==> src/common/ecd_pkg.sv <==
// package with register map, field layout, reset values and ramp constants
package ecd_pkg;
  localparam int NUM_CH = 8;
  localparam int WORD_W = 16;
  localparam int RW_BIT = 15;
  localparam int IDX_MSB = 14;
  localparam int IDX_LSB = 8;
  localparam logic [6:0] IDX_ATT1 = 7'h01;
  localparam logic [6:0] IDX_ATT6 = 7'h06;
  localparam logic [6:0] IDX_MUTE_LO = 7'h07;
  localparam logic [6:0] IDX_DIS_LO = 7'h08;
  localparam logic [6:0] IDX_FMT = 7'h09;
  localparam logic [6:0] IDX_DEEMPH = 7'h0a;
  localparam logic [6:0] IDX_RDPTR = 7'h0b;
  localparam logic [6:0] IDX_GPO = 7'h0c;
  localparam logic [6:0] IDX_ATT7 = 7'h10;
  localparam logic [6:0] IDX_ATT8 = 7'h11;
  localparam logic [6:0] IDX_MUTE_HI = 7'h12;
  localparam logic [6:0] IDX_DIS_HI = 7'h13;
  localparam logic [7:0] ATT_RESET = 8'hff;
  localparam logic [7:0] ATT_MUTE_MAX = 8'h80;
  localparam logic [7:0] BYTE_ZERO = 8'h00;
  localparam logic [7:0] RDPTR_RESET = 8'h01;
  localparam logic [7:0] LO_MASK = 8'h3f;
  localparam logic [7:0] HI_MASK = 8'h03;
  localparam logic [7:0] R9_MASK = 8'h3f;
  localparam logic [7:0] R10_MASK = 8'h7f;
  localparam int STEP_SAMPLES = 8;
  localparam int CNT_W = 3;
  // control word split into its fields
  typedef struct packed {
    logic rd;
    logic [6:0] index;
    logic [7:0] data;
  } ecd_word_t;
  // decoded mode outputs
  typedef struct packed {
    logic filter_rolloff_slow;
    logic sysclk_out_half_rate;
    logic sysclk_out_disable;
    logic [2:0] audio_format_select;
    logic zero_flag_polarity;
    logic output_phase_invert;
    logic [1:0] deemph_rate_select;
    logic deemph_enable;
    logic seq_read_enable;
    logic [6:0] read_pointer;
    logic rate_select;
    logic gp_output_select;
    logic [5:0] general_purpose_outputs;
  } ecd_mode_t;
endpackage

==> src/ecd_regs.sv <==
// mode register bank with per-channel attenuation ramps
// Contract
// - bit 15 selects read when one, bits 14:8 carry the register index
// - eight-bit attenuation per channel at indexes 1-6, 16, 17
// - attenuation registers reset to all ones, no attenuation
// - codes above 128 give half of code minus 255 decibels
// - codes 0 through 128 mean mute
// - applied level moves one step per eight sample periods to target
// - soft mute bits in index 7 bits 5:0, index 18 bits 1:0
// - setting mute ramps applied level down to mute stepwise
// - clearing mute ramps level back up to programmed code
// - output disable bits in index 8 and 19, one selects common mode
// - index 9 and 10 byte layouts as listed
// - index 11 pointer and sequential read, index 12 rate and gp outputs
// - de-emphasis on when any of three enable bits set
module ecd_regs
  import ecd_pkg::*;
#(
  parameter int CHANNELS = NUM_CH,
  parameter int STEP_PERIODS = STEP_SAMPLES
) (
  input wire logic clk_i,
  input wire logic rst_i,
  input wire logic sample_tick_i,
  input wire logic word_valid_i,
  input wire logic [WORD_W-1:0] word_i,
  output logic [7:0] read_data_o,
  output logic read_valid_o,
  output logic [CHANNELS*8-1:0] applied_code_o,
  output logic [CHANNELS-1:0] channel_muted_o,
  output logic [CHANNELS-1:0] channel_output_disable_o,
  output ecd_mode_t mode_o
);

  ecd_word_t cmd;
  logic [7:0] att_reg [CHANNELS];
  logic [7:0] cur_reg [CHANNELS];
  logic [CHANNELS-1:0] soft_silence_bit_reg;
  logic [CHANNELS-1:0] disable_reg;
  logic [7:0] r9_reg;
  logic [7:0] r10_reg;
  logic [7:0] r11_reg;
  logic [7:0] r12_reg;
  logic [CNT_W-1:0] tick_cnt_reg;
  logic step_now;
  logic wr;

  // map a register index to its channel; returns CHANNELS when none
  function automatic int att_channel(input logic [6:0] idx);
    if (idx >= IDX_ATT1 && idx <= IDX_ATT6) begin
      return int'(idx - IDX_ATT1);
    end else if (idx == IDX_ATT7) begin
      return 6;
    end else if (idx == IDX_ATT8) begin
      return 7;
    end
    return CHANNELS;
  endfunction

  assign cmd = ecd_word_t'(word_i);
  assign wr = word_valid_i && !cmd.rd;

  // attenuation code registers
  always_ff @(posedge clk_i or posedge rst_i) begin
    if (rst_i) begin
      for (int i = 0; i < CHANNELS; i++) begin
        att_reg[i] <= ATT_RESET;
      end
    end else if (wr && att_channel(cmd.index) < CHANNELS) begin
      att_reg[att_channel(cmd.index)] <= cmd.data;
    end
  end

  // mute and output-disable bits
  always_ff @(posedge clk_i or posedge rst_i) begin
    if (rst_i) begin
      soft_silence_bit_reg <= '0;
      disable_reg <= '0;
    end else if (wr) begin
      case (cmd.index)
        IDX_MUTE_LO: soft_silence_bit_reg[5:0] <= cmd.data[5:0];
        IDX_MUTE_HI: soft_silence_bit_reg[7:6] <= cmd.data[1:0];
        IDX_DIS_LO: disable_reg[5:0] <= cmd.data[5:0];
        IDX_DIS_HI: disable_reg[7:6] <= cmd.data[1:0];
        default: ;
      endcase
    end
  end

  // mode registers; reserved test bits are not stored
  always_ff @(posedge clk_i or posedge rst_i) begin
    if (rst_i) begin
      r9_reg <= BYTE_ZERO;
      r10_reg <= BYTE_ZERO;
      r11_reg <= RDPTR_RESET;
      r12_reg <= BYTE_ZERO;
    end else if (wr) begin
      case (cmd.index)
        IDX_FMT: r9_reg <= cmd.data & R9_MASK;
        IDX_DEEMPH: r10_reg <= cmd.data & R10_MASK;
        IDX_RDPTR: r11_reg <= cmd.data;
        IDX_GPO: r12_reg <= cmd.data;
        default: ;
      endcase
    end
  end

  // shared divider: one ramp step every eight sample ticks
  always_ff @(posedge clk_i or posedge rst_i) begin
    if (rst_i) begin
      tick_cnt_reg <= '0;
    end else if (sample_tick_i) begin
      tick_cnt_reg <= (tick_cnt_reg == CNT_W'(STEP_PERIODS - 1)) ? '0 : tick_cnt_reg + 1'b1;
    end
  end
  assign step_now = sample_tick_i && (tick_cnt_reg == CNT_W'(STEP_PERIODS - 1));

  // per-channel ramp; mute range is collapsed to 128 so stepping stays 0.5 dB
  for (genvar c = 0; c < CHANNELS; c++) begin : g_ramp
    logic [7:0] target;
    always_comb begin
      if (soft_silence_bit_reg[c] || att_reg[c] <= ATT_MUTE_MAX) begin
        target = ATT_MUTE_MAX;
      end else begin
        target = att_reg[c];
      end
    end
    always_ff @(posedge clk_i or posedge rst_i) begin
      if (rst_i) begin
        cur_reg[c] <= ATT_RESET;
      end else if (step_now) begin
        if (cur_reg[c] < target) begin
          cur_reg[c] <= cur_reg[c] + 8'h01;
        end else if (cur_reg[c] > target) begin
          cur_reg[c] <= cur_reg[c] - 8'h01;
        end
      end
    end
    // code maps to 0.5*(code-255) dB downstream
    assign applied_code_o[c*8 +: 8] = cur_reg[c];
    assign channel_muted_o[c] = cur_reg[c] <= ATT_MUTE_MAX;
  end

  assign channel_output_disable_o = disable_reg;

  always_comb begin
    mode_o.filter_rolloff_slow = r9_reg[5];
    mode_o.sysclk_out_half_rate = r9_reg[4];
    mode_o.sysclk_out_disable = r9_reg[3];
    mode_o.audio_format_select = r9_reg[2:0];
    mode_o.zero_flag_polarity = r10_reg[6];
    mode_o.output_phase_invert = r10_reg[5];
    mode_o.deemph_rate_select = r10_reg[4:3];
    mode_o.deemph_enable = |r10_reg[2:0];
    mode_o.seq_read_enable = r11_reg[7];
    mode_o.read_pointer = r11_reg[6:0];
    mode_o.rate_select = r12_reg[7];
    mode_o.gp_output_select = r12_reg[6];
    mode_o.general_purpose_outputs = r12_reg[5:0];
  end

  // read path; unmapped and factory indexes return zero
  always_ff @(posedge clk_i or posedge rst_i) begin
    if (rst_i) begin
      read_data_o <= BYTE_ZERO;
      read_valid_o <= 1'b0;
    end else begin
      read_valid_o <= word_valid_i && cmd.rd;
      if (word_valid_i && cmd.rd) begin
        if (att_channel(cmd.index) < CHANNELS) begin
          read_data_o <= att_reg[att_channel(cmd.index)];
        end else begin
          case (cmd.index)
            IDX_MUTE_LO: read_data_o <= {2'b00, soft_silence_bit_reg[5:0]};
            IDX_MUTE_HI: read_data_o <= {6'b000000, soft_silence_bit_reg[7:6]};
            IDX_DIS_LO: read_data_o <= {2'b00, disable_reg[5:0]};
            IDX_DIS_HI: read_data_o <= {6'b000000, disable_reg[7:6]};
            IDX_FMT: read_data_o <= r9_reg;
            IDX_DEEMPH: read_data_o <= r10_reg;
            IDX_RDPTR: read_data_o <= r11_reg;
            IDX_GPO: read_data_o <= r12_reg;
            default: read_data_o <= BYTE_ZERO;
          endcase
        end
      end
    end
  end

endmodule

==> config.mk <==
export PLATFORM = sky130hd
export DESIGN_NAME = ecd_regs
export DESIGN_NICKNAME = d
export VERILOG_FILES = /design/src/common/ecd_pkg.sv /design/src/ecd_regs.sv
export SDC_FILE = /design/constraint.sdc
export NUM_CORES = 1
export LEC_CHECK = 0
export BUFFER_PORTS_ARGS = -buffer_cell sky130_fd_sc_hd__buf_2
export CORE_ASPECT_RATIO = 1.75
export CORE_MARGIN = 2
export CORE_UTILIZATION = 65
export CTS_BUF_LIST = sky130_fd_sc_hd__clkbuf_4 sky130_fd_sc_hd__clkbuf_8
export DETAILED_ROUTE_END_ITERATION = 8
export PLACE_DENSITY = 0.95
export SYNTH_ARGS = -nofsm -noshare
export SYNTH_HDL_FRONTEND = slang
export SYNTH_SLANG_ARGS = --single-unit
==> constraint.sdc <==
create_clock -name clk_i -period 8 [get_ports clk_i]
set_clock_uncertainty 0.1 [all_clocks]
set_input_delay 0.8 -clock clk_i [delete_from_list [all_inputs] [get_ports clk_i]]
set_output_delay 0.8 -clock clk_i [all_outputs]
set_load 0.01 [all_outputs]
==> impl_results.md, run 1 <==
* # hold bufs at CTS at 0
* Die boundary width at 107 um
* Fin Setup TNS at 0 ns
* Drt total wl at 33000 um
* Ant diodes at 0
* Synthesis warning total at 0
* Drt pass-1 iters at 8
* Maximum VDD drop at 0.000302 V
* Remaining antenna violation count at 0
* Post-synth ARST share at 1.00
* CP max-delay cell: dfstp_2
* Status: completed
* CTS Root Cell: clkbuf_8
* CTS tree: done
* IO Port Bufs at 135
* Post-Synthesis Cells at 1122
* DIE AREA at 19800 sq um
* CTS Buffer Depth at 2
* Number of core rows at 66
* Crit Path Class: flop to flop
* DP HPWL at 24200 um
* Power per Cell Area at 389 nW/um^2
* Cells along the critical path: nor2b_1 > nand2_1 > ha_1 > nor2b_1 > o211a_1 > o21ba_2 > or2_2 > ha_1 > a21oi_1 > o211ai_1 > o41ai_1 > o21ai_0 > a21oi_1 > xor2_1
* Remaining global-route overflow at 0
* Number of fill cells at 1203
* First-pass GRT wire length at 51800 um
* # IOs at 136
* Synthesized flop and latch total at 185
* Final setup viols at 0
* Die height at 184 um
* Max Slew Vio Count at 0
* Share of layout cells above drive strength 1 at 0.376
* Core ar. at 18400 sq um
* Vias at 10100
* Initial Utilization at 0.657
* Distinct cell type count after synthesis at 69
* Synth Cell Area at 12100 sq um
* Data required, critical path at 8.30 ns
* WL per Instance at 21.9 um
* Synth top area cells: dfstp_2 (28%), mux2_2 (13%), ha_1 (12%)
* DRC at 0
* Hold Crit Class: flop to flop
* Clock slew at reported path FFs at 0.11 ns
* Final Net Count at 1401
* GP Congestion at 1.00
* Number of flops mapped to enable cells by yosys at 0
* Number of global-route vias before repair at 10300
* Synth top area share at 0.280
* Slew @ Worst Pin at 1.23 ns
* Post-synth top flop: dfstp_2
* Layout area overhead at 10.4%
* Post-CTS Setup Bufs at 0
* GRT Overall Usage at 0.337
* Crit start category: flop
* Initial DRC Count at 960
* Final critical-path share of the clock period at 0.543
* Rel. slew slack at 0.178
* CP arrival at 4.65 ns
* RSZ-0062 raised after global routing: false
* Skew-Pair Late Insertion Delay at 0.49 ns
* Leakage power at 0.00609 uW
* Post-cts sizing count at 0
* Worst setup EP type: flop
* Syn avg cell area at 10.8 sq um
* Inserted Clock Buffers at 17
* Clock sinks at 185
* Worst-path fanout max at 7
* Final Hold Fails at 0
* FMAX at 0.230 GHz
* Largest net degree at the start of global routing at 116
* Setup WS pre-CTS at 3.83 ns
* Maxcap violations at 0
* Setup WS post-layout at 3.66 ns
* CP peak stage delay at 0.56 ns
* Initial antenna violation count at 0
* Yosys top cell by area: dfstp_2
* Reg2reg setup slack at 3.66 ns
* Final min period at 4.34 ns
* Post-synthesis sequential area ratio at 0.396
* CTS H-tree lvls at 4
* Vias/cell at 6.70
-- path summary, 6_finish.rpt --
| kind | cells past startpoint | from | to |
|---|---|---|---|
| max in group asynchronous | 3 | rst_i | channel_output_disable_o[1]$_DFFE_PP0P_ |
| setup / recovery | 14 | att_reg[47]$_DFFE_PP1P_ | applied_code_o[23]$_DFFE_PP1P_ |
| min in group asynchronous | 2 | rst_i | tick_cnt_reg[1]$_DFFE_PP0P_ |
| setup reg to reg | 14 | att_reg[47]$_DFFE_PP1P_ | applied_code_o[23]$_DFFE_PP1P_ |
| hold / removal | 1 | applied_code_o[47]$_DFFE_PP1P_ | applied_code_o[47]$_DFFE_PP1P_ |
| hold reg to reg | 1 | applied_code_o[47]$_DFFE_PP1P_ | applied_code_o[47]$_DFFE_PP1P_ |
-- synth_stat cells, types with 17 or more instances --
cell type	instances
mux2_2	144
dfstp_2	129
ha_1	120
nand2_1	104
a21oi_1	73
dfrtp_1	56
xnor2_1	42
o21ai_0	38
inv_1	37
nor2_1	36
nand3_1	29
clkbuf_1	26
nor3_1	23
o41ai_1	19
nor2b_1	18
xor2_1	17
-- power by group --
| part | switching (uW) | leakage, uW | internal, uW | total (uW) |
|---|---|---|---|---|
| Combinational | 1650 | 0.00380 | 1390 | 3040 |
| Clock | 377 | 0.000184 | 230 | 607 |
| Sequential | 296 | 0.00211 | 1250 | 1540 |
-- critical path, delay by kind of cell (launching register included) --
kind / cells / cell delay, ns
adders and majority gates: 2 / 0.62
DFF: 1 / 0.56
AOI/OAI and AO/OA: 7 / 1.61
xor gates and xnor gates: 1 / 0.21
and+or+nand+nor: 4 / 1.14
-- through the flow --
step | hold WS, ns | total power [uW] | cells | utilization | cell area [sq um]
final | 0.421 | 5190 | 1504 | 0.725 | 13400
after global routing | 0.438 | 5600 | 1504 | 0.725 | 13400
after CTS | 0.420 | 5170 | 1504 | 0.725 | 13400
after detailed placement | 0.404 | 4540 | 1472 | 0.706 | 13000
after global placement | 0.393 | 4320 | 1472 | 0.706 | 13000
after floorplan | 0.387 | 3770 | 1129 | - | 12100
-- cell type report --
| class | count | area [sq um] | share of cell area |
|---|---|---|---|
| sequential | 185 | 4790 | 0.359 |
| clock buffer | 19 | 249 | 0.0186 |
| tap | 238 | 298 | 0.0223 |
| clock inverter | 13 | 108 | 0.00806 |
| timing repair buffer | 140 | 713 | 0.0534 |
| multi-input combinational | 872 | 7050 | 0.528 |
| inverter | 37 | 144 | 0.0108 |
-- metal layers --
layer  wire [um]  GRT usage  part of all wire  vias up
met2       17200      0.590              0.52      498
met1       11200      0.349              0.34     4949
met3        1820     0.0619             0.055      223
li1            -          -                 -     4413
met4        2790      0.260             0.084        0
met5           0          0                 0        -
-- logic make-up after synthesis --
kind of cell    after synthesis  share of synthesized area
simple gates                283                      0.117
compound gates              239                      0.135
flops                       185                      0.396
mux                         155                      0.146
fa+ha+maj                   128                      0.137
buf+inv                      72                     0.0245
xor+xnor                     59                     0.0427
other cells                   1                   0.000310
-- layout by cell type (no fill, tap or decap), types with 38 or more instances in the layout --
master	n
mux2_2	144
buf_2	135
dfstp_2	129
ha_1	120
nand2_1	104
a21oi_1	73
dfrtp_1	56
xnor2_1	42
o21ai_0	38
Note: power is estimated with default switching activity, not from simulation.
==> inputs of run 2 (changes only) <==
Settings changed: CORE_UTILIZATION 65 to 61, PLACE_DENSITY 0.95 to 0.91.
Clock period 8 ns to 4 ns, I/O delays scaled along.
==> run 2 against run 1 <==
Power up 110%; routed wire length fell by 2.6%; die area rose by 6.4%; register-to-register slack lost 3.4 ns; setup slack worse by 3.4 ns; non-clock buffer count increased by 21; sequential share of layout area fell by 0.94 points; critical path type unchanged; critical endpoint is now applied_code_o[31]$_DFFE_PP1P_; largest power group unchanged; highest routed layer unchanged.
==> impl_results.md, run 2 (same netlist as run 1, synthesis figures left out) <==
* Status: completed
* Layout area overhead at 13.4%
* Leakage power at 0.00627 uW (+3.0%)
* Most frequent cells in the layout: mux2_2 (144), buf_2 (135), dfstp_2 (129)
* Largest net degree at the start of global routing at 92 (-21%)
* CP arrival at 4.08 ns (-0.57 ns)
* Switching portion of total power at 0.439 (-0.00960)
* RSZ-0062 raised after global routing: false
* Drt pass-1 iters at 9 (+1)
* Post-Layout Inst Area at 13700 sq um (+2.7%)
* Fin Setup TNS at 0 ns (unchanged)
* First-pass GRT wire length at 51200 um (-1.2%)
* Worst setup EP type: flop
* Final Hold Fails at 0 (unchanged)
* Drt total wl at 32100 um (-2.6%)
* GP Congestion at 0.953 (-4.8%)
* DP HPWL at 23500 um (-2.9%)
* Final Net Count at 1422 (+1.5%)
* CTS Root Cell: clkbuf_8
* Sw Pwr at 4680 uW (+100%)
* Hold Crit Class: input pin to flop
* Initial DRC Count at 994 (+3.5%)
* Die boundary width at 110 um (+3.1%)
* Slew @ Worst Pin at 1.10 ns (-0.129 ns)
* Post-CTS Setup Bufs at 0 (unchanged)
* Rel. slew slack at 0.257 (+0.0784)
* Skew-Pair Late Insertion Delay at 0.49 ns (about the same)
* Comb pwr share at 0.578 (-0.008)
* Number of global-route vias before repair at 10200 (-1.3%)
* GRT Overall Usage at 0.302 (-0.0343)
* WL per Instance at 21.0 um (-4.4%)
* Worst-path fanout max at 7 (unchanged)
* FMAX at 0.265 GHz (+15%)
* Commonest non-fill, non-tap cell in the layout: mux2_2
* Power per Cell Area at 778 nW/um^2 (+100%)
* Remaining global-route overflow at 0 (unchanged)
* Number of core rows at 68 (+3.0%)
* Final min period at 3.78 ns (-0.566 ns)
* Initial antenna violation count at 0 (unchanged)
* Int Pwr at 5990 uW (+110%)
* Crit start category: flop
* Cell Area, Placed at 13200 sq um (+1.4%)
* Core ar. at 19600 sq um (+6.3%)
* CTS H-tree lvls at 4 (unchanged)
* Worst hold path depth at 2 (+1)
* CTS Buffer Depth at 2 (unchanged)
* Initial Utilization at 0.618 (-0.0387)
* CTS tree: done
* Maximum VDD drop at 0.000525 V (+74%)
* Final critical-path share of the clock period at 0.945 (+0.402)
* Final setup viols at 0 (unchanged)
* Crit Path Class: flop to flop
* Vias/cell at 6.51 (-3.0%)
* R2R depth at 15 (+1)
* Inserted Clock Buffers at 17 (unchanged)
* Vias at 9973 (-1.1%)
* Clock Power Share at 0.133 (+0.016)
* Max Slew Vio Count at 0 (unchanged)
* # IOs at 136 (unchanged)
* Flop pwr share at 0.289 (-0.008)
* DRC at 0 (unchanged)
* DIE AREA at 21000 sq um (+6.4%)
* Remaining antenna violation count at 0 (unchanged)
* Die height at 190 um (+3.2%)
* Clock slew at reported path FFs at 0.10 ns (about the same)
* IO Port Bufs at 135 (unchanged)
* Data required, critical path at 4.30 ns (-4.00 ns)
* Share of layout cells above drive strength 1 at 0.397 (+0.0211)
* Maxcap violations at 0 (unchanged)
* Clock sinks at 185 (unchanged)
run 2: cell count changes in the layout (fill, tap and decap cells not counted), sizes merged:
cell,previous run,this run
inv,44,42
clkinv,4,5
buf,140,160
clkinvlp,2,1
clkbuf,19,18
diode,0,1
dlygate4sd3,0,1
bufinv,0,3
run 2: metal layers:
metal / track usage / vias up / routed length (um)
li1: - / 4450 / -
met1: 0.319 / 4956 / 11300
met2: 0.563 / 422 / 17400
met3: 0.0442 / 145 / 1510
met4: 0.183 / 0 / 1870
met5: 0 / - / 0
run 2: worst paths after layout:
| path | from | to | slack [ns] |
|---|---|---|---|
| min in group asynchronous | rst_i | tick_cnt_reg[0]$_DFFE_PP0P_ | 0.49 |
| max in group asynchronous | rst_i | att_reg[21]$_DFFE_PP1P_ | 2.40 |
| hold reg to reg | applied_code_o[7]$_DFFE_PP1P_ | applied_code_o[7]$_DFFE_PP1P_ | 0.42 |
| hold / removal | sample_tick_i | tick_cnt_reg[1]$_DFFE_PP0P_ | 0.11 |
| setup reg to reg | att_reg[39]$_DFFE_PP1P_ | applied_code_o[31]$_DFFE_PP1P_ | 0.22 |
| setup / recovery | att_reg[39]$_DFFE_PP1P_ | applied_code_o[31]$_DFFE_PP1P_ | 0.22 |
run 2: per-stage QoR:
step	setup slack, ns	hold slack, ns	utilization	std cells	power, uW
6_report	0.221	0.106	0.701	1533	10700
5_1_grt	0.00716	0.151	0.701	1532	11500
4_1_cts	0.114	0.0901	0.697	1532	10500
3_5_place_dp	0.114	0.407	0.673	1499	9060
3_3_place_gp	0.308	0.390	0.673	1499	8710
2_1_floorplan	0.474	0.387	-	1129	7530
run 2: power by group through the flow:
stage | combinational, uW | clock [uW] | sequential (uW)
after floorplan | 4450 | 0 | 3080
after global placement | 5610 | 0 | 3090
after detailed placement | 5950 | 0 | 3110
after CTS | 6020 | 1420 | 3080
after global routing | 6890 | 1490 | 3150
final | 6170 | 1410 | 3090
run 2: final cells by class:
type	instances	area [sq um]
Multi-Input combinational cell	872	7120
Fill cell	1347	5860
Sequential cell	185	4790
Timing Repair Buffer	161	898
Tap cell	245	307
Clock buffer	18	241
Clock inverter	14	206
Inverter	37	143
Antenna cell	1	2.50
run 2: critical path: stages, from the launching register on:
cell and delay [ns]:
dfstp_2 0.56, nor2b_2 0.19, buf_4 0.17, and2_1 0.17, ha_1 0.15, nor2b_1 0.05, o211a_1 0.23, o21ba_2 0.23
or2_2 0.36, ha_1 0.37, nand3_1 0.09, o211ai_1 0.28, o41ai_2 0.11, or3_1 0.31, a21oi_1 0.15, xor2_1 0.17
run 2: repair_timing:
| item | in CTS | in global routing |
|---|---|---|
| setup endpoints to repair | 1 | 11 |
| pin swaps | 0 | 2 |
| endpoints found under the hold margin | 3 | 0 |
| gates resized for setup | 1 | 16 |
| cloned | 0 | 0 |
| hold buffers | 1 | 0 |
